<file path="config.mk">
export PLATFORM = sky130hd
export DESIGN_NAME = dcs_top
export DESIGN_NICKNAME = d
export VERILOG_FILES = /design/src/hdl/dcs_pkg.sv /design/src/hdl/dcs_gap_timer.sv /design/src/hdl/dcs_top.sv
export VERILOG_INCLUDE_DIRS = /design/src /design/src/hdl
export SDC_FILE = /design/constraint.sdc
export NUM_CORES = 1
export LEC_CHECK = 0
export ABC_CLOCK_PERIOD_IN_PS = 6200
export BUFFER_PORTS_ARGS = -buffer_cell sky130_fd_sc_hd__buf_2
export CORE_MARGIN = 8
export CORE_UTILIZATION = 50
export CTS_BUF_LIST = sky130_fd_sc_hd__clkbuf_4
export DETAILED_ROUTE_END_ITERATION = 8
export HOLD_SLACK_MARGIN = 0.06
export MAX_ROUTING_LAYER = met4
export PLACE_DENSITY = 0.7
export SYNTH_ARGS = -nofsm -noshare
export SYNTH_HDL_FRONTEND = slang
export SYNTH_HIERARCHICAL = 1
export SYNTH_SLANG_ARGS = --single-unit
</file>
<file path="constraint.sdc">
create_clock -name clk_sys -period 6.2 [get_ports clk_sys]
set_input_delay 0.31 -clock clk_sys [delete_from_list [all_inputs] [get_ports clk_sys]]
set_output_delay 0.31 -clock clk_sys [all_outputs]
set_load 0.05 [all_outputs]
</file>
<file path="src/hdl/dcs_cfg.svh">
// Constants for the command spacing and termination block.
`ifndef DCS_CFG_SVH
`define DCS_CFG_SVH
`define DCS_ADDR_W 4
`define DCS_OFS_GAP 4'h0
`define DCS_OFS_TERM 4'h4
`define DCS_OFS_SEL 4'h8
`define DCS_OFS_STAT 4'hC
`define DCS_GAP_RESET 32'h00000000
`define DCS_TERM_RESET 32'h00000000
`define DCS_RMW_MSB 31
`define DCS_RMW_LSB 28
`define DCS_RTW_MSB 27
`define DCS_RTW_LSB 24
`define DCS_WWX_MSB 23
`define DCS_WWX_LSB 20
`define DCS_WWS_MSB 19
`define DCS_WWS_LSB 16
`define DCS_RRX_MSB 15
`define DCS_RRX_LSB 12
`define DCS_RRS_MSB 11
`define DCS_RRS_LSB 8
`define DCS_WRX_MSB 7
`define DCS_WRX_LSB 4
`define DCS_WRS_MSB 3
`define DCS_WRS_LSB 0
`define DCS_TERM_HI_POS 16
`define DCS_TERM_LO_POS 0
`define DCS_GAP_W 4
`define DCS_CNT_ONE 4'h1
`define DCS_CNT_MAX 4'hF
// Fewest edges between two accepted commands, set by the grant handshake.
`define DCS_CADENCE 2
`endif

</file>
<file path="src/hdl/dcs_pkg.sv">
// Types shared by the command spacing block.
package dcs_pkg;
  typedef enum logic [1:0] {DCS_NONE, DCS_READ, DCS_WRITE} dcs_cmd_t;
  typedef struct packed {
    logic valid;
    logic is_write;
    logic rmw;
    logic [2:0] cs;
  } dcs_req_t;
endpackage

</file>
<file path="src/hdl/dcs_gap_timer.sv">
// Elapsed-clock counter that says when a programmed gap has passed.
`timescale 1ns/10ps
`include "dcs_cfg.svh"
module dcs_gap_timer
  import dcs_pkg::*;
#(
  parameter int GW = `DCS_GAP_W
)
(
  input wire logic clk_sys,
  input wire logic rstn,
  input wire logic restart,
  input wire logic [GW-1:0] gap,
  output logic met
);
  logic [GW-1:0] elapsed;
  logic [GW-1:0] next_elapsed;
  if (GW < 1)
  begin : g_gw_check
    $error("dcs_gap_timer: GW must be at least 1");
  end
  // Counts clocks since the last restart and saturates at all ones.
  assign next_elapsed = restart ? GW'(1) : ((&elapsed) ? elapsed : elapsed + GW'(1));
  always_ff @(posedge clk_sys or negedge rstn)
  begin
    if (!rstn)
      elapsed <= '1;
    else
      elapsed <= next_elapsed;
  end
  // A zero gap is always met; otherwise the elapsed count must reach it.
  assign met = (gap == '0) || (elapsed >= gap);
endmodule

</file>
<file path="src/hdl/dcs_top.sv">
// Command spacing and on-die termination enable logic of a DDR controller.
// Notes on behaviour
// A read-modify-write waits at least the rmw gap between its read and its write.
// A write after a read waits at least the read-then-write gap, on any chip select.
// Writes to different chip selects are spaced by the cross-select write gap.
// Writes to the same chip select are spaced by the same-select write gap.
// Reads to different chip selects are spaced by the cross-select read gap.
// Reads to the same chip select are spaced by the same-select read gap.
// A read after a write to another chip select waits the cross-select write-read gap.
// A read after a write to the same chip select waits the same-select write-read gap.
// Bit 16 of the termination register enables termination on the selected chip select for reads.
// Bit 0 of the termination register enables termination on the selected chip select for writes.
// Each gap is tracked as clocks since the last relevant command and a zero gap adds no wait.
//
// Design decisions made here: the address map and the strobed register port.
`timescale 1ns/10ps
`include "dcs_cfg.svh"
module dcs_top
  import dcs_pkg::*;
#(
  parameter int CS_W = 3
)
(
  input wire logic clk_sys,
  input wire logic rstn,
  input wire logic [`DCS_ADDR_W-1:0] reg_addr,
  input wire logic [31:0] reg_wdata,
  input wire logic reg_write,
  input wire logic reg_read,
  output logic [31:0] reg_rdata,
  input wire dcs_req_t cmd_req,
  output logic cmd_grant,
  output logic cmd_issue_write,
  output logic [CS_W-1:0] cmd_issue_cs,
  output logic term_drive,
  output logic [CS_W-1:0] term_cs
);
  // ****************************************************************
  // Elaboration check
  // ****************************************************************
  if (CS_W != 3)
  begin : g_cs_w_check
    $error("dcs_top: CS_W must match the request carrier width of 3");
  end

  // ****************************************************************
  // Register file
  // ****************************************************************
  logic [31:0] ddr_command_gap_config;
  logic [31:0] ddr_termination_enable;
  logic [7:0] term_select_mask;
  logic [31:0] issue_count;
  logic [31:0] next_rdata;
  wire hit_gap = reg_addr == `DCS_OFS_GAP;
  wire hit_term = reg_addr == `DCS_OFS_TERM;
  wire hit_sel = reg_addr == `DCS_OFS_SEL;
  wire hit_stat = reg_addr == `DCS_OFS_STAT;
  wire [31:0] term_mask_w = (32'h00000001 << `DCS_TERM_HI_POS) | (32'h00000001 << `DCS_TERM_LO_POS);

  always_ff @(posedge clk_sys or negedge rstn)
  begin
    if (!rstn)
    begin
      ddr_command_gap_config <= `DCS_GAP_RESET;
      ddr_termination_enable <= `DCS_TERM_RESET;
      term_select_mask <= 8'h00;
    end
    else if (reg_write)
    begin
      if (hit_gap)
        ddr_command_gap_config <= reg_wdata;
      if (hit_term)
        ddr_termination_enable <= reg_wdata & term_mask_w;
      if (hit_sel)
        term_select_mask <= reg_wdata[7:0];
    end
  end

  // Unmapped addresses read as zero.
  assign next_rdata = !reg_read ? 32'h00000000 :
                      hit_gap ? ddr_command_gap_config :
                      hit_term ? ddr_termination_enable :
                      hit_sel ? {24'h000000, term_select_mask} :
                      hit_stat ? issue_count : 32'h00000000;

  always_ff @(posedge clk_sys or negedge rstn)
  begin
    if (!rstn)
      reg_rdata <= 32'h00000000;
    else
      reg_rdata <= next_rdata;
  end

  // ****************************************************************
  // Gap fields
  // ****************************************************************
  wire [3:0] rmw_gap_clocks = ddr_command_gap_config[`DCS_RMW_MSB:`DCS_RMW_LSB];
  wire [3:0] read_then_write_gap = ddr_command_gap_config[`DCS_RTW_MSB:`DCS_RTW_LSB];
  wire [3:0] write_write_cross_select_gap = ddr_command_gap_config[`DCS_WWX_MSB:`DCS_WWX_LSB];
  wire [3:0] write_write_same_select_gap = ddr_command_gap_config[`DCS_WWS_MSB:`DCS_WWS_LSB];
  wire [3:0] read_read_cross_select_gap = ddr_command_gap_config[`DCS_RRX_MSB:`DCS_RRX_LSB];
  wire [3:0] read_read_same_select_gap = ddr_command_gap_config[`DCS_RRS_MSB:`DCS_RRS_LSB];
  wire [3:0] write_read_cross_select_gap = ddr_command_gap_config[`DCS_WRX_MSB:`DCS_WRX_LSB];
  wire [3:0] write_read_same_select_gap = ddr_command_gap_config[`DCS_WRS_MSB:`DCS_WRS_LSB];

  // ****************************************************************
  // History of the last command
  // ****************************************************************
  logic last_valid;
  logic last_write;
  logic last_rmw_read;
  logic [CS_W-1:0] last_cs;
  logic ok_all;
  // The grant reaches the requester one cycle after acceptance, so a request that still
  // stands while its grant shows is the one just taken and must not be taken twice.
  wire fire = cmd_req.valid && ok_all && !cmd_grant;
  wire same_cs = last_cs == cmd_req.cs;
  wire last_read = last_valid && !last_write;
  wire last_wr = last_valid && last_write;

  always_ff @(posedge clk_sys or negedge rstn)
  begin
    if (!rstn)
    begin
      last_valid <= 1'b0;
      last_write <= 1'b0;
      last_rmw_read <= 1'b0;
      last_cs <= '0;
    end
    else if (fire)
    begin
      last_valid <= 1'b1;
      last_write <= cmd_req.is_write;
      last_rmw_read <= cmd_req.rmw && !cmd_req.is_write;
      last_cs <= cmd_req.cs;
    end
  end

  // ****************************************************************
  // Gap timers, one per constraint
  // ****************************************************************
  logic met_rd;
  logic met_wr;
  logic met_rtw;
  logic met_rmw;
  logic met_wwx;
  logic met_wws;
  logic met_rrx;
  logic met_rrs;
  logic met_wrx;
  logic met_wrs;
  wire fire_rd = fire && !cmd_req.is_write;
  wire fire_wr = fire && cmd_req.is_write;

  // Read timers restart on every accepted read and write timers on every accepted write.
  // Each one compares the clocks since that command with one programmed gap.
  dcs_gap_timer #(
    .GW(`DCS_GAP_W)
  ) u_rtw (
    .clk_sys(clk_sys),
    .rstn(rstn),
    .restart(fire_rd),
    .gap(read_then_write_gap),
    .met(met_rtw)
  );

  dcs_gap_timer #(
    .GW(`DCS_GAP_W)
  ) u_rmw (
    .clk_sys(clk_sys),
    .rstn(rstn),
    .restart(fire_rd),
    .gap(rmw_gap_clocks),
    .met(met_rmw)
  );

  dcs_gap_timer #(
    .GW(`DCS_GAP_W)
  ) u_rrx (
    .clk_sys(clk_sys),
    .rstn(rstn),
    .restart(fire_rd),
    .gap(read_read_cross_select_gap),
    .met(met_rrx)
  );

  dcs_gap_timer #(
    .GW(`DCS_GAP_W)
  ) u_rrs (
    .clk_sys(clk_sys),
    .rstn(rstn),
    .restart(fire_rd),
    .gap(read_read_same_select_gap),
    .met(met_rrs)
  );

  dcs_gap_timer #(
    .GW(`DCS_GAP_W)
  ) u_wwx (
    .clk_sys(clk_sys),
    .rstn(rstn),
    .restart(fire_wr),
    .gap(write_write_cross_select_gap),
    .met(met_wwx)
  );

  dcs_gap_timer #(
    .GW(`DCS_GAP_W)
  ) u_wws (
    .clk_sys(clk_sys),
    .rstn(rstn),
    .restart(fire_wr),
    .gap(write_write_same_select_gap),
    .met(met_wws)
  );

  dcs_gap_timer #(
    .GW(`DCS_GAP_W)
  ) u_wrx (
    .clk_sys(clk_sys),
    .rstn(rstn),
    .restart(fire_wr),
    .gap(write_read_cross_select_gap),
    .met(met_wrx)
  );

  dcs_gap_timer #(
    .GW(`DCS_GAP_W)
  ) u_wrs (
    .clk_sys(clk_sys),
    .rstn(rstn),
    .restart(fire_wr),
    .gap(write_read_same_select_gap),
    .met(met_wrs)
  );

  // ****************************************************************
  // Issue decision
  // ****************************************************************
  // Only the constraint for the last command's kind and select applies, plus the rmw gap for an rmw write after an rmw read.
  wire ok_w_after_r = !last_read || (met_rtw && (!(cmd_req.rmw && last_rmw_read) || met_rmw));
  wire ok_w_after_w = !last_wr || (same_cs ? met_wws : met_wwx);
  wire ok_r_after_r = !last_read || (same_cs ? met_rrs : met_rrx);
  wire ok_r_after_w = !last_wr || (same_cs ? met_wrs : met_wrx);
  assign met_wr = ok_w_after_r && ok_w_after_w;
  assign met_rd = ok_r_after_r && ok_r_after_w;
  assign ok_all = cmd_req.is_write ? met_wr : met_rd;

  // ****************************************************************
  // Issue outputs and termination
  // ****************************************************************
  wire term_hi = ddr_termination_enable[`DCS_TERM_HI_POS];
  wire term_lo = ddr_termination_enable[`DCS_TERM_LO_POS];
  wire sel_hit = term_select_mask[cmd_req.cs];
  wire next_term = fire && sel_hit && (cmd_req.is_write ? term_lo : term_hi);

  always_ff @(posedge clk_sys or negedge rstn)
  begin
    if (!rstn)
    begin
      cmd_grant <= 1'b0;
      cmd_issue_write <= 1'b0;
      cmd_issue_cs <= '0;
      term_drive <= 1'b0;
      term_cs <= '0;
      issue_count <= 32'h00000000;
    end
    else
    begin
      cmd_grant <= fire;
      cmd_issue_write <= fire && cmd_req.is_write;
      cmd_issue_cs <= fire ? cmd_req.cs : cmd_issue_cs;
      term_drive <= next_term;
      term_cs <= fire ? cmd_req.cs : term_cs;
      issue_count <= fire ? issue_count + 32'h00000001 : issue_count;
    end
  end

  // ****************************************************************
  // Checks
  // ****************************************************************
  // These counters run apart from the gap timers, so a fault in a timer cannot hide itself.
  logic [3:0] since_rd;
  logic [3:0] since_wr;
  logic ever_rd;
  logic ever_wr;
  always_ff @(posedge clk_sys or negedge rstn)
  begin
    if (!rstn)
    begin
      since_rd <= 4'hF;
      since_wr <= 4'hF;
      ever_rd <= 1'b0;
      ever_wr <= 1'b0;
    end
    else
    begin
      since_rd <= fire_rd ? 4'h1 : ((since_rd == 4'hF) ? since_rd : since_rd + 4'h1);
      since_wr <= fire_wr ? 4'h1 : ((since_wr == 4'hF) ? since_wr : since_wr + 4'h1);
      ever_rd <= ever_rd || fire_rd;
      ever_wr <= ever_wr || fire_wr;
    end
  end

  chk_rmw_gap: assert property (@(posedge clk_sys) disable iff (!rstn)
    (fire_wr && cmd_req.rmw && last_rmw_read) |-> (since_rd >= rmw_gap_clocks))
    else $error("rmw write issued before its gap");
  chk_rtw_gap: assert property (@(posedge clk_sys) disable iff (!rstn)
    (fire_wr && last_read) |-> (since_rd >= read_then_write_gap))
    else $error("write after read issued too early");
  chk_wwx_gap: assert property (@(posedge clk_sys) disable iff (!rstn)
    (fire_wr && last_wr && !same_cs) |-> (since_wr >= write_write_cross_select_gap))
    else $error("cross-select write pair too close");
  chk_wws_gap: assert property (@(posedge clk_sys) disable iff (!rstn)
    (fire_wr && last_wr && same_cs) |-> (since_wr >= write_write_same_select_gap))
    else $error("same-select write pair too close");
  chk_rrx_gap: assert property (@(posedge clk_sys) disable iff (!rstn)
    (fire_rd && last_read && !same_cs) |-> (since_rd >= read_read_cross_select_gap))
    else $error("cross-select read pair too close");
  chk_rrs_gap: assert property (@(posedge clk_sys) disable iff (!rstn)
    (fire_rd && last_read && same_cs) |-> (since_rd >= read_read_same_select_gap))
    else $error("same-select read pair too close");
  chk_wrx_gap: assert property (@(posedge clk_sys) disable iff (!rstn)
    (fire_rd && last_wr && !same_cs) |-> (since_wr >= write_read_cross_select_gap))
    else $error("cross-select read after write too early");
  chk_wrs_gap: assert property (@(posedge clk_sys) disable iff (!rstn)
    (fire_rd && last_wr && same_cs) |-> (since_wr >= write_read_same_select_gap))
    else $error("same-select read after write too early");
  chk_term_read: assert property (@(posedge clk_sys) disable iff (!rstn)
    fire_rd |=> (term_drive == ($past(term_hi) && $past(sel_hit))))
    else $error("read termination wrong");
  chk_term_write: assert property (@(posedge clk_sys) disable iff (!rstn)
    fire_wr |=> (term_drive == ($past(term_lo) && $past(sel_hit))))
    else $error("write termination wrong");
  chk_zero_free: assert property (@(posedge clk_sys) disable iff (!rstn)
    (ddr_command_gap_config == 32'h00000000 && cmd_req.valid && !cmd_grant) |=> cmd_grant)
    else $error("zero gaps still stalled a command");
  chk_grant_single: assert property (@(posedge clk_sys) disable iff (!rstn)
    cmd_grant |=> !cmd_grant)
    else $error("grant stood for more than one cycle");
  chk_issue_kind: assert property (@(posedge clk_sys) disable iff (!rstn)
    fire |=> (cmd_grant && (cmd_issue_write == $past(cmd_req.is_write))
      && (cmd_issue_cs == $past(cmd_req.cs))))
    else $error("issued command differs from the one accepted");
  chk_history_kept: assert property (@(posedge clk_sys) disable iff (!rstn)
    last_valid == (ever_rd || ever_wr))
    else $error("command history lost");
endmodule

</file>
Word level (Yosys, flattened, before mapping)
Cells that the tools add are included.

Bits in registers: 147. Input port bits: 46. Output and inout port bits: 41.

Add/subtract/negate cells: 9. Magnitude comparators: 9. Equality and inequality tests: 12. Muxes and demuxes: 28. Reductions and logical operators: 52.

Operators by type and width (count): 32-bit two-way mux (5); 4-bit two-way mux (16); 4-bit logical NOT (9); 32-bit by 1-bit adder with 32-bit output, second input constant (1); 4-bit by 1-bit adder with 4-bit output, second input constant (8); 4-bit greater-or-equal comparator (8); 4-bit AND reduction (8); 1-bit logical AND (13); 1-bit logical OR (13); 2-bit by 1-bit != test with 1-bit output, second input constant (6); 4-bit == test, second input constant (2); 1-bit logical NOT (6); 1-bit two-way mux (6); 2-bit AND reduction (3); 4-bit by 3-bit == test with 1-bit output, second input constant (1); 3-bit by 4-bit < comparator with 1-bit output, second input constant (1); 2-bit != test, second input constant (2); 1-bit binary-select mux with 3-bit select (1); 3-bit == test (1).

Logic depth before layout (Yosys ltp)
Gate-level depths: netlist of the first run.

Word-level depth: 11. Gate-level depth with buffers: 13. Mapped depth without buffers: 11.

By module
Netlist of the first run, hierarchy kept.

Modules (own cells, without submodules): dcs_top (instances 1, cells each 411, area an instance 5241.3 um2); dcs_gap_timer (instances 8, cells each 32, area an instance 295.3 um2).

Worst setup path before layout of the first run
Ideal clock, no wire load.

Kind: flip-flop to flip-flop. Start point: reg u_rrs.elapsed[0]. End point: reg u_rmw.elapsed[0]. Setup time: 0.066 ns. Arrival: 3.333 ns. Slack: 2.800 ns. Stages on the path, launching flop included: 13. Path buffers: 2. Clock period less this slack: 3.400 ns. Cells stage by stage: dfstp_2 inv_1 ha_1 nand2b_1 a211oi_1 o21ai_0 nand2b_1 or4_1 and4_1 buf_6 buf_2 nor4_1 nand2b_1.

Cells in the longest elaborated chain, start to end: 10.

RTL lines: start: declaration (line dcs_gap_timer.sv:16) `logic [GW-1:0] elapsed;`; start signal: assignment (line dcs_gap_timer.sv:29) `elapsed <= next_elapsed;`; 4-bit greater-or-equal comparator (*) (line dcs_gap_timer.sv:32) `assign met = (gap == '0) || (elapsed >= gap);`; 1-bit logical OR (*) (line dcs_gap_timer.sv:32); via met_rrs (line dcs_top.sv:149) `logic met_rrs;`; 1-bit two-way mux (*) (line dcs_top.sv:243) `wire ok_r_after_r = !last_read || (same_cs ? met_rrs : met_rrx);`; 1-bit logical OR (*) (line dcs_top.sv:243); 1-bit logical AND (*) (line dcs_top.sv:246) `assign met_rd = ok_r_after_r && ok_r_after_w;`; 1-bit two-way mux (*) (line dcs_top.sv:247) `assign ok_all = cmd_req.is_write ? met_wr : met_rd;`; 1-bit logical AND (*) (2 in a row) (line dcs_top.sv:116) `wire fire = cmd_req.valid && ok_all && !cmd_grant;`; 1-bit logical AND (*) (line dcs_top.sv:152) `wire fire_rd = fire && !cmd_req.is_write;`; via fire_rd (line dcs_top.sv:152); 2-bit by 1-bit != test with 1-bit output (no source line) or 4-bit two-way mux (tied branches); end signal: assignment (line dcs_gap_timer.sv:29); end: declaration (line dcs_gap_timer.sv:16).

The timed path passes the listed nets; every way through them passes the cells marked *. A chain may end at the register's enable or synchronous reset.

Worst setup path after layout of the first run
Start point: reg u_wws.elapsed[0]. End point: reg u_wwx.elapsed[3].

Cells in the longest elaborated chain, start to end: 10.

RTL lines: start: declaration (line dcs_gap_timer.sv:16); start signal: assignment (line dcs_gap_timer.sv:29); 4-bit greater-or-equal comparator (*) (line dcs_gap_timer.sv:32); 1-bit logical OR (*) (line dcs_gap_timer.sv:32); via met_wws (line dcs_top.sv:147) `logic met_wws;`; 1-bit two-way mux (*) (line dcs_top.sv:242) `wire ok_w_after_w = !last_wr || (same_cs ? met_wws : met_wwx);`; 1-bit logical OR (*) (line dcs_top.sv:242); 1-bit logical AND (*) (line dcs_top.sv:245) `assign met_wr = ok_w_after_r && ok_w_after_w;`; 1-bit two-way mux (*) (line dcs_top.sv:247); 1-bit logical AND (*) (2 in a row) (line dcs_top.sv:116); 1-bit logical AND (*) (line dcs_top.sv:153) `wire fire_wr = fire && cmd_req.is_write;`; via fire_wr (line dcs_top.sv:153); 2-bit by 1-bit != test with 1-bit output (no source line) or 4-bit two-way mux (tied branches); end signal: assignment (line dcs_gap_timer.sv:29); end: declaration (line dcs_gap_timer.sv:16).

Marked as above.

==> flow_summary_export.csv, run 1 <==
group,metric,value,unit
logic_synthesis,yosysTopAreaCell,"dfrtp_1",
clock_network,clk_path_buf_depth,2,
floorplanning,fp.dieH,139.3,um
pwr,p_leak,4.120,nW
routing,vias,5596,
global_route,track_usage,19.46,%
pwr,seqPwrFrac,47.7,%
floorplanning,core,0.01503,sq mm
outcome,status,"finished, final reports clean",
worst_setup_path,worstPathCellList,"inv_1 -> ha_1 -> nand2b_1 -> a211oi_1 -> o21ai_0 -> mux2i_1 -> nand3_1 -> mux2i_4 -> nor3_2 -> and2_1 -> nor3_1",
placement,place_hpwl,12.42,mm
logic_synthesis,synth_area_leaders,"dfrtp_1 (38%), dfstp_2 (11%), mux2_2 (7.7%), ha_1 (6.7%), xor2_1 (3.9%)",
placement,portBuffers,86,
global_route,grt_max_degree,83,
timing,min_period,3.840,ns
global_route,grt_antenna_before_repair,0,
timing,slew_violations,0,
timing,setup-tns-final,0,ns
clock_network,hold_buffers,35,
logic_synthesis,yosys_warnings,6,
global_route,grt_pass1_wl,29.46,mm
logic_synthesis,avgSynthCellArea,11.40,sq um
routing,via_per_inst,5.670,
routing,wl_per_cell,17.88,um
timing,setup_violations,0,
timing,hold_violations,0,
clock_network,clock_latency,0.57,ns
floorplanning,start_util,50.58,%
worst_setup_path,rr_endpoint,"u_wwx/elapsed[3]$_DFFE_PN1P_",
clock_network,postCtsSetupRepairBufs,0,
placement,gp_congestion,0.8753,
logic_synthesis,yosysMostFrequentCell,"dfrtp_1",
timing,postLayoutSetupSlackWorst,2.360,ns
logic_synthesis,syn-cell-area,0.007604,sq mm
clock_network,clock-sinks,147,
final_layout,finalInstanceArea,0.008795,sq mm
hold_path,hp-class,"input port to register",
global_route,grt-ovfl-total,0,
routing,first_iter_violations,280,
logic_synthesis,synth_nets,754,
final_layout,nets,873,
logic_synthesis,yosysSeqAreaShare,48.91,%
worst_setup_path,slowest_stage,"mux2i_4",
timing,tightest_slew,1.226,ns
clock_network,cts_resized,0,
logic_synthesis,synth_ff_type,"dfrtp_1",
logic_synthesis,ys_ff_latch,147,
clock_network,cts_tree,"built",
worst_setup_path,startpoint,"u_wws/elapsed[0]$_DFFE_PN1P_",
clock_network,clk_pin_slew,0.12,ns
floorplanning,pin_count,87,
routing,antenna_left,0,
pwr,power_frac_clock,16.4,%
worst_setup_path,crit_path_start_kind,"register",
placement,dp.cells,919,
timing,relSlewSlack,16.53,%
logic_synthesis,synth_top_area_share,37.85,%
global_route,grt_pass1_vias,5856,
final_layout,final_util,58.50,%
timing,max_freq,260.4,MHz
clock_network,cts-buffers-inserted,17,
worst_setup_path,worstPathRequired,6.68,ns
routing,drtPass1Iterations,4,
floorplanning,die_w,139.3,um
placement,dpl_cell_area,0.008198,sq mm
worst_setup_path,critPathKind,"register to register",
timing,finClkSkew,0.01367,ns
routing,drc_errors,0,
final_layout,syn_to_final_growth,15.67,%
logic_synthesis,synth_cell_types,43,
worst_setup_path,reg2reg_slack,2.36,ns
routing,routed_wl,17.65,mm
final_layout,multi_input_area,0.003638,sq mm
final_layout,fillers,1249,
logic_synthesis,postSynthCellCount,667,
clock_network,clockRootBuffer,"clkbuf_4",
final_layout,drive_gt1_share,29.79,%
logic_synthesis,synth_async_sr_flop_share,100.0,%
clock_network,htreeDepth,4,
pwr,p_sw,1.325,mW
logic_synthesis,synth_edf_count,0,
worst_setup_path,worstSetupEndpointType,"register",
final_layout,diodes,0,
pwr,p_per_area,373.9,mW/mm^2
worst_setup_path,arrival,4.32,ns
worst_setup_path,slowest_delay,0.92,ns
timing,finalCritPeriodShare,61.94,%
worst_setup_path,rr_worst_depth,11,
pwr,pwr-share-comb,35.8,%
pwr,total_power,3.289,mW
pwr,swShare,40.28,%
floorplanning,dieArea,0.01941,sq mm
final_layout,regArea,0.003719,sq mm
logic_synthesis,netlist_top_cells_count,"dfrtp_1 (115), mux2_2 (52), ha_1 (41)",
timing,rsz0062_at_grt,"no",
pwr,p_int,1.964,mW
worst_setup_path,cp_max_fo,32,
run,drv_cap,0,
floorplanning,fp-row-count,45,
timing,fin_hold_ws,0.1039,ns
placement,pre_cts_ws,2.378,ns
final_layout,instances_no_fill,987,
pwr,ir_drop,0.3335,mV
worst_setup_path,rr_startpoint,"u_wws/elapsed[0]$_DFFE_PN1P_",
worst_setup_path,endpoint,"u_wwx/elapsed[3]$_DFFE_PN1P_",
cell usage in the layout, fill, tap and decap left out, types with 19 or more instances in the layout:
cell / instances
nor2_1: 36
ha_1: 41
nor2b_1: 32
nand2_1: 21
clkbuf_4: 19
mux2_2: 52
a22oi_1: 30
nand3_1: 24
nor3_1: 30
dfstp_2: 32
dlygate4sd3_1: 36
buf_2: 85
xor2_1: 34
inv_1: 33
nand2b_1: 19
dfrtp_1: 115
cell families after synthesis:
kind of cell	after synthesis	synth area share, %
DFF	147	48.91
buffers and inverters	61	3.571
muxes	72	10.88
adders and majority gates	41	6.747
and+or+nand+nor	238	19.30
xor gates and xnor gates	42	4.838
AOI/OAI and AO/OA	66	5.760
sequential cells by signal, indices dropped and copies added, names as in the netlist, 8 cells and up:
name	count
term_select_mask	8
ddr_command_gap_config	32
reg_rdata	32
issue_count	32
layer usage:
layer  vias to the layer above  wire length (um)  GRT usage (%)  part of all wire (%)
li1                       2626                 -              -                     -
met1                      2822              7957          23.97                    45
met2                       128              8625          31.00                    49
met3                        20               787          4.309                   4.5
met4                         0               276          7.106                   1.6
met5                         -                 0              -                     0
worst min path at each step:
stage / depth (start not counted) / end / slack (ns) / startpoint
3_5_place_dp: 1 / ddr_command_gap_config[25]$_DFFE_PN0P_ / 0.34 / rstn
2_1_floorplan: 0 / cmd_grant$_DFF_PN0_ / 0.01 / rstn
6_report: 3 / reg_rdata[16]$_DFF_PN0_ / 0.10 / reg_addr[0]
5_1_grt: 3 / reg_rdata[16]$_DFF_PN0_ / 0.08 / reg_addr[1]
3_3_place_gp: 1 / reg_rdata[28]$_DFF_PN0_ / 0.33 / rstn
4_1_cts: 3 / reg_rdata[16]$_DFF_PN0_ / 0.06 / reg_addr[0]
final cells by class:
| type | instances | area share (%) |
|---|---|---|
| flip-flops and latches | 147 | 42.28 |
| multi-input cells | 459 | 41.37 |
| repair buffers | 128 | 9.575 |
| well taps | 188 | 2.675 |
| clock buffers | 19 | 1.622 |
| inverters | 33 | 1.408 |
| clock inverters | 13 | 1.067 |
worst max-delay path: cells and delay by family (launching register included):
kind	cells	cell delay, ns
AOI/OAI and AO/OA	2	0.39
DFF	1	0.59
and+or+nand+nor	5	1.35
buffers and inverters	1	0.05
adders and majority gates	1	0.26
muxes	2	1.12
power groups by stage:
stage               combinational [mW]  clock (mW)  sequential (mW)
floorplan                        0.876           0             1.56
global placement                  1.09           0             1.56
detailed placement                1.16           0             1.58
CTS                               1.18       0.555             1.57
global route                      1.34       0.597             1.61
finish                            1.18       0.541             1.57
No activity file was read; power rests on OpenSTA's default activity.
==> inputs of run 2 (changes only) <==
--- a/config.mk
+++ b/config.mk
@@ -6,7 +6,7 @@
 export SDC_FILE = /design/constraint.sdc
 export NUM_CORES = 1
 export LEC_CHECK = 0
-export ABC_CLOCK_PERIOD_IN_PS = 6200
+export ABC_CLOCK_PERIOD_IN_PS = 3500
 export BUFFER_PORTS_ARGS = -buffer_cell sky130_fd_sc_hd__buf_2
 export CORE_MARGIN = 8
 export CORE_UTILIZATION = 50
@@ -14,7 +14,7 @@
 export DETAILED_ROUTE_END_ITERATION = 8
 export HOLD_SLACK_MARGIN = 0.06
 export MAX_ROUTING_LAYER = met4
-export PLACE_DENSITY = 0.7
+export PLACE_DENSITY = 0.73
 export SYNTH_ARGS = -nofsm -noshare
 export SYNTH_HDL_FRONTEND = slang
 export SYNTH_HIERARCHICAL = 1
==> constraint.sdc (replaced) <==
create_clock -name clk_sys -period 3.5 [get_ports clk_sys]
set_input_delay 0.175 -clock clk_sys [delete_from_list [all_inputs] [get_ports clk_sys]]
set_output_delay 0.175 -clock clk_sys [all_outputs]
set_load 0.05 [all_outputs]
==> run 2 against run 1 <==
Fmax up 30%; die area unchanged; largest cell class unchanged; setup slack worse by 1.8 ns; critical path type unchanged; critical endpoint is now u_rrx/elapsed[2]$_DFFE_PN1P_; critical path depth up 1.
==> flow_summary_export.csv, run 2 (synthesis gave the netlist of run 1 again) <==
group,metric,value,unit
timing,fin_hold_ws,0.1475,ns
placement,dp.cells,922,
clock_network,clockRootBuffer,"clkbuf_4",
worst_setup_path,slowest_stage,"dfstp_2",
pwr,total_power,5.996,mW
clock_network,clock_latency,0.55,ns
timing,rsz0062_at_grt,"no",
timing,relSlewSlack,27.04,%
placement,portBuffers,86,
worst_setup_path,startpoint,"u_wwx/elapsed[0]$_DFFE_PN1P_",
timing,tightest_slew,1.094,ns
run,drv_cap,0,
timing,finClkSkew,0.02179,ns
clock_network,cts-buffers-inserted,17,
worst_setup_path,endpoint,"u_rrx/elapsed[2]$_DFFE_PN1P_",
floorplanning,dieArea,0.01941,sq mm
global_route,grtUsageMet2,32.47,%
clock_network,clk_pin_slew,0.13,ns
routing,wl_per_cell,17.94,um
worst_setup_path,crit_path_start_kind,"register",
global_route,grt_pass1_vias,5987,
timing,max_freq,339.5,MHz
worst_setup_path,rr_worst_depth,12,
global_route,grt_max_degree,120,
routing,drtPass1Iterations,5,
global_route,use_met1,23.41,%
global_route,grt_antenna_before_repair,0,
floorplanning,fp-row-count,45,
final_layout,diodes,0,
clock_network,clock-sinks,147,
floorplanning,die_w,139.3,um
worst_setup_path,cp_max_fo,31,
floorplanning,start_util,50.58,%
pwr,p_per_area,670.3,mW/mm^2
worst_setup_path,critPathKind,"register to register",
final_layout,instances_no_fill,998,
worst_setup_path,rr_startpoint,"u_wwx/elapsed[0]$_DFFE_PN1P_",
routing,first_iter_violations,270,
worst_setup_path,crit_cells,12,
timing,slew_violations,0,
worst_setup_path,slowest_delay,0.60,ns
final_layout,final_common_cell,"dfrtp_1",
global_route,grt_pass1_wl,29.96,mm
routing,vias,5616,
worst_setup_path,cpLargestDelayFamily,"buffers and inverters",
placement,pre_cts_ws,0.5981,ns
worst_setup_path,arrival,3.41,ns
global_route,track_usage,19.74,%
global_route,grt-ovfl-total,0,
floorplanning,core,0.01503,sq mm
timing,setup_violations,0,
global_route,grt-busiest-layer,"met2",
timing,min_period,2.945,ns
routing,drc_errors,0,
worst_setup_path,rr_endpoint,"u_rrx/elapsed[2]$_DFFE_PN1P_",
worst_setup_path,reg2reg_slack,0.55,ns
placement,place_hpwl,12.49,mm
worst_setup_path,crit_buf_inv,3,
pwr,ir_drop,0.6118,mV
final_layout,nets,884,
final_layout,reg_top3,"ddr_command_gap_config x32, issue_count x32, reg_rdata x32",
global_route,grt.met3_usage,4.754,%
timing,setup-tns-final,0,ns
timing,finalCritPeriodShare,84.15,%
worst_setup_path,worstSetupEndpointType,"register",
worst_setup_path,worstPathRequired,3.96,ns
floorplanning,pin_count,87,
clock_network,postCtsSetupRepairBufs,0,
timing,postLayoutSetupSlackWorst,0.5549,ns
clock_network,clk_path_buf_depth,2,
placement,gp_congestion,0.8469,
outcome,status,"finished, final reports clean",
pwr,p_leak,4.206,nW
final_layout,layout_common_cells,"dfrtp_1 (115), buf_2 (85), mux2_2 (52)",
routing,via_per_inst,5.627,
clock_network,cts_resized,0,
final_layout,drive_gt1_share,29.88,%
final_layout,syn_to_final_growth,17.64,%
clock_network,htreeDepth,4,
floorplanning,fp.dieH,139.3,um
routing,routed_wl,17.91,mm
timing,hold_violations,0,
worst_setup_path,crit_top_cell,"buf_4",
hold_path,hp-class,"input port to register",
routing,antenna_left,0,
clock_network,cts_tree,"built",
worst_setup_path,worstPathCellList,"inv_1 -> ha_1 -> nand2b_1 -> a211oi_1 -> o21ai_0 -> mux2i_1 -> nand3_1 -> mux2i_4 -> buf_4 -> nor4_2 -> buf_4 -> nor3_1",
run 2: changes by cell type in the layout (fill, tap and decap cells not counted):
cell / before / now
clkinv_1: 5 / 4
clkinv_2: 3 / 4
clkinv_4: 0 / 1
buf_4: 6 / 9
bufinv_16: 1 / 3
dlygate4sd3_1: 36 / 44
clkinvlp_4: 4 / 1
run 2: per-stage QoR:
step | cell area, sq um | util [%]
6_report | 8945 | 59.50
5_1_grt | 8945 | 59.50
4_1_cts | 8945 | 59.50
3_5_place_dp | 8220 | 54.68
3_3_place_gp | 8220 | 54.68
2_1_floorplan | 7604 | -
run 2: how the worst min path moves through the flow:
stage                                        endpoint      from  cells after the start
2_1_floorplan                     cmd_grant$_DFF_PN0_      rstn                      0
3_3_place_gp                  reg_rdata[26]$_DFF_PN0_      rstn                      1
3_5_place_dp   ddr_command_gap_config[24]$_DFFE_PN0P_      rstn                      1
4_1_cts                        reg_rdata[4]$_DFF_PN0_  reg_read                      2
5_1_grt                        reg_rdata[4]$_DFF_PN0_  reg_read                      2
6_report                       reg_rdata[4]$_DFF_PN0_  reg_read                      2
run 2: cell type report:
class / instances / area, sq um
Tap cell: 188 / 235.2
Timing Repair Buffer: 139 / 944.7
Clock buffer: 19 / 142.6
Multi-Input combinational cell: 459 / 3638
Inverter: 33 / 123.9
Sequential cell: 147 / 3719
Clock inverter: 13 / 141.4
Fill cell: 1221 / 6088
run 2: worst reg2reg max path: cells and delay by family (launching register included):
kind	cells	cell delay [ns]
simple gates	4	0.61
fa+ha+maj	1	0.26
buf+inv	3	0.68
mux	2	0.34
flops	1	0.60
compound gates	2	0.40
run 2: report_power, final:
group          internal [mW]  total, mW  switching (mW)
logic                  0.908       2.14            1.23
registers               2.24       2.78           0.537
clock network          0.497       1.08           0.583
total                   3.65       6.00            2.35
run 2: routing by layer:
layer  wire length (um)  vias up
met5                  0        -
met4                303        0
met3                957       21
met2               8907      164
met1               7737     2790
li1                   -     2641
run 2: what timing repair did:
item / CTS / global route
hold buffers: 44 / 0
endpoints found under the setup margin: 0 / 0
endpoints found under the hold margin: 157 / 0
==> inputs of run 3 (changes only) <==
--- a/config.mk
+++ b/config.mk
@@ -6,7 +6,7 @@
 export SDC_FILE = /design/constraint.sdc
 export NUM_CORES = 1
 export LEC_CHECK = 0
-export ABC_CLOCK_PERIOD_IN_PS = 3500
+export ABC_CLOCK_PERIOD_IN_PS = 3000
 export BUFFER_PORTS_ARGS = -buffer_cell sky130_fd_sc_hd__buf_2
 export CORE_MARGIN = 8
 export CORE_UTILIZATION = 50
@@ -14,7 +14,7 @@
 export DETAILED_ROUTE_END_ITERATION = 8
 export HOLD_SLACK_MARGIN = 0.06
 export MAX_ROUTING_LAYER = met4
-export PLACE_DENSITY = 0.73
+export PLACE_DENSITY = 0.7
 export SYNTH_ARGS = -nofsm -noshare
 export SYNTH_HDL_FRONTEND = slang
 export SYNTH_HIERARCHICAL = 1
==> constraint.sdc (replaced) <==
create_clock -name clk_sys -period 3 [get_ports clk_sys]
set_input_delay 0.15 -clock clk_sys [delete_from_list [all_inputs] [get_ports clk_sys]]
set_output_delay 0.15 -clock clk_sys [all_outputs]
set_load 0.05 [all_outputs]
==> run 3 against run 2 <==
Clock power increased by 22%; sequential share of layout area decreased by 0.29 points; first-iteration DRC count increased by 1.1%; register-to-register slack got worse by 0.39 ns; highest routed layer unchanged.
==> flow_summary_export.csv, run 3 (synthesis gave the netlist of run 1 again) <==
group,metric,value,unit
outcome,status,"finished, final reports clean",
floorplanning,pin_count,87,
clock_network,cts_tree,"built",
floorplanning,dieArea,0.01941,sq mm
worst_setup_path,rr_worst_depth,12,
routing,vias,5602,
floorplanning,core,0.01503,sq mm
worst_setup_path,startpoint,"u_rrx/elapsed[0]$_DFFE_PN1P_",
placement,portBuffers,86,
clock_network,clk_pin_slew,0.13,ns
clock_network,clock_latency,0.55,ns
routing,drc_errors,0,
routing,drtPass1Iterations,4,
clock_network,clock-sinks,147,
final_layout,syn_to_final_growth,18.48,%
placement,gp_congestion,0.8782,
worst_setup_path,worstPathRequired,3.45,ns
worst_setup_path,critPathKind,"register to register",
worst_setup_path,worstSetupEndpointType,"register",
global_route,grt-busiest-layer,"met2",
timing,rsz0062_at_grt,"no",
timing,hold_violations,0,
timing,fin_hold_ws,0.1114,ns
hold_path,hp-class,"input port to register",
global_route,grt-ovfl-total,0,
routing,via_per_inst,5.591,
floorplanning,die_w,139.3,um
global_route,grtUsageMet2,31.87,%
worst_setup_path,cp_max_fo,31,
worst_setup_path,reg2reg_slack,0.16,ns
global_route,grt_max_degree,88,
timing,finalCritPeriodShare,94.66,%
routing,routed_wl,17.56,mm
pwr,p_sw,2.794,mW
global_route,grt.met3_usage,4.514,%
pwr,p_int,4.302,mW
clock_network,postCtsSetupRepairBufs,0,
clock_network,clk_path_buf_depth,2,
pwr,swShare,39.37,%
clock_network,htreeDepth,4,
final_layout,final_common_cell,"dfrtp_1",
run,drv_cap,0,
worst_setup_path,arrival,3.29,ns
pwr,ir_drop,0.6381,mV
worst_setup_path,rr_startpoint,"u_rrx/elapsed[0]$_DFFE_PN1P_",
global_route,grt_pass1_wl,29.32,mm
timing,relSlewSlack,33.72,%
pwr,p_per_area,787.6,mW/mm^2
worst_setup_path,crit_path_start_kind,"register",
timing,setup_violations,0,
final_layout,layout_common_cells,"dfrtp_1 (115), buf_2 (85), mux2_2 (52)",
routing,first_iter_violations,273,
global_route,use_met1,23.51,%
worst_setup_path,rr_endpoint,"u_rrx/elapsed[2]$_DFFE_PN1P_",
global_route,grt_antenna_before_repair,0,
hold_path,hold_start,"reg_write",
routing,wl_per_cell,17.52,um
timing,max_freq,352.1,MHz
timing,finClkSkew,0.02331,ns
placement,place_hpwl,12.46,mm
final_layout,nets,888,
floorplanning,fp.dieH,139.3,um
timing,slew_violations,0,
global_route,grt_pass1_vias,5798,
floorplanning,start_util,50.58,%
pwr,pwr-share-comb,35.6,%
final_layout,fillers,1226,
clock_network,cts-buffers-inserted,17,
final_layout,reg_top3,"ddr_command_gap_config x32, issue_count x32, reg_rdata x32",
pwr,p_leak,4.238,nW
timing,min_period,2.840,ns
clock_network,clockRootBuffer,"clkbuf_4",
pwr,power_frac_clock,18.6,%
global_route,track_usage,19.27,%
hold_path,whs_endpoint,"ddr_termination_enable[0]$_DFFE_PN0P_",
timing,tightest_slew,0.9943,ns
pwr,seqPwrFrac,45.8,%
final_layout,drive_gt1_share,30.96,%
floorplanning,fp-row-count,45,
timing,setup-tns-final,0,ns
hold_path,hold_depth,3,
final_layout,diodes,0,
routing,antenna_left,0,
-- run 3: metrics by stage --
step / cells / util, % / power, mW / worst slack (ns) / cell area [sq um]
floorplan: 667 / - / 5.031 / 0.04981 / 7610
global placement: 928 / 55.06 / 5.595 / 0.2094 / 8278
detailed placement: 928 / 55.06 / 5.765 / 0.1584 / 8278
CTS: 1002 / 59.92 / 7.161 / 0.1139 / 9007
global route: 1002 / 59.93 / 7.630 / 0.003759 / 9009
finish: 1002 / 59.93 / 7.096 / 0.1603 / 9009
-- run 3: layout make-up --
cell class	instances	area, sq um	area share (%)
sequential	147	3719	41.28
multi-input combinational	459	3640	40.40
timing repair buffer	143	982.2	10.90
tap	188	235.2	2.611
clock inverter	15	181.4	2.014
clock buffer	17	127.6	1.417
inverter	33	123.9	1.375
-- run 3: worst max path at each step --
stage                                        end  cells after the start
finish              u_rrx/elapsed[2]$_DFFE_PN1P_                     12
global route        u_rrx/elapsed[2]$_DFFE_PN1P_                     12
CTS                 u_wrs/elapsed[0]$_DFFE_PN1P_                     11
detailed placement  u_wrx/elapsed[2]$_DFFE_PN1P_                     11
global placement    u_wwx/elapsed[0]$_DFFE_PN1P_                     11
floorplan           u_rmw/elapsed[0]$_DFFE_PN1P_                     12
-- run 3: repair_timing --
item / 4_1_cts / 5_1_grt
endpoints found under the hold margin: 130 / 0
setup endpoints to repair: 0 / 15
hold buffers: 42 / 0
gates resized for setup: 0 / 1
-- run 3: critical path, stage by stage (launching register included) --
cell	delay (ns)
dfstp_2	0.60
inv_1	0.05
ha_1	0.26
nand2b_1	0.13
a211oi_1	0.22
o21ai_0	0.18
nor2b_1	0.18
a21oi_1	0.13
and4_1	0.28
buf_12	0.23
nor4_2	0.05
buf_4	0.20
nor3_1	0.23
-- run 3: metal layers --
metal | vias up | share of wire (%)
met2 | 141 | 49
met1 | 2792 | 45
met3 | 16 | 4.5
li1 | 2653 | -
met5 | - | 0
met4 | 0 | 1.1
-- run 3: power groups by stage --
stage | Combinational [mW] | Clock [mW] | Sequential, mW
final | 2.52 | 1.32 | 3.25
after global routing | 2.83 | 1.47 | 3.33
after CTS | 2.55 | 1.37 | 3.24
after detailed placement | 2.49 | 0 | 3.28
after global placement | 2.36 | 0 | 3.23
after floorplan | 1.82 | 0 | 3.22
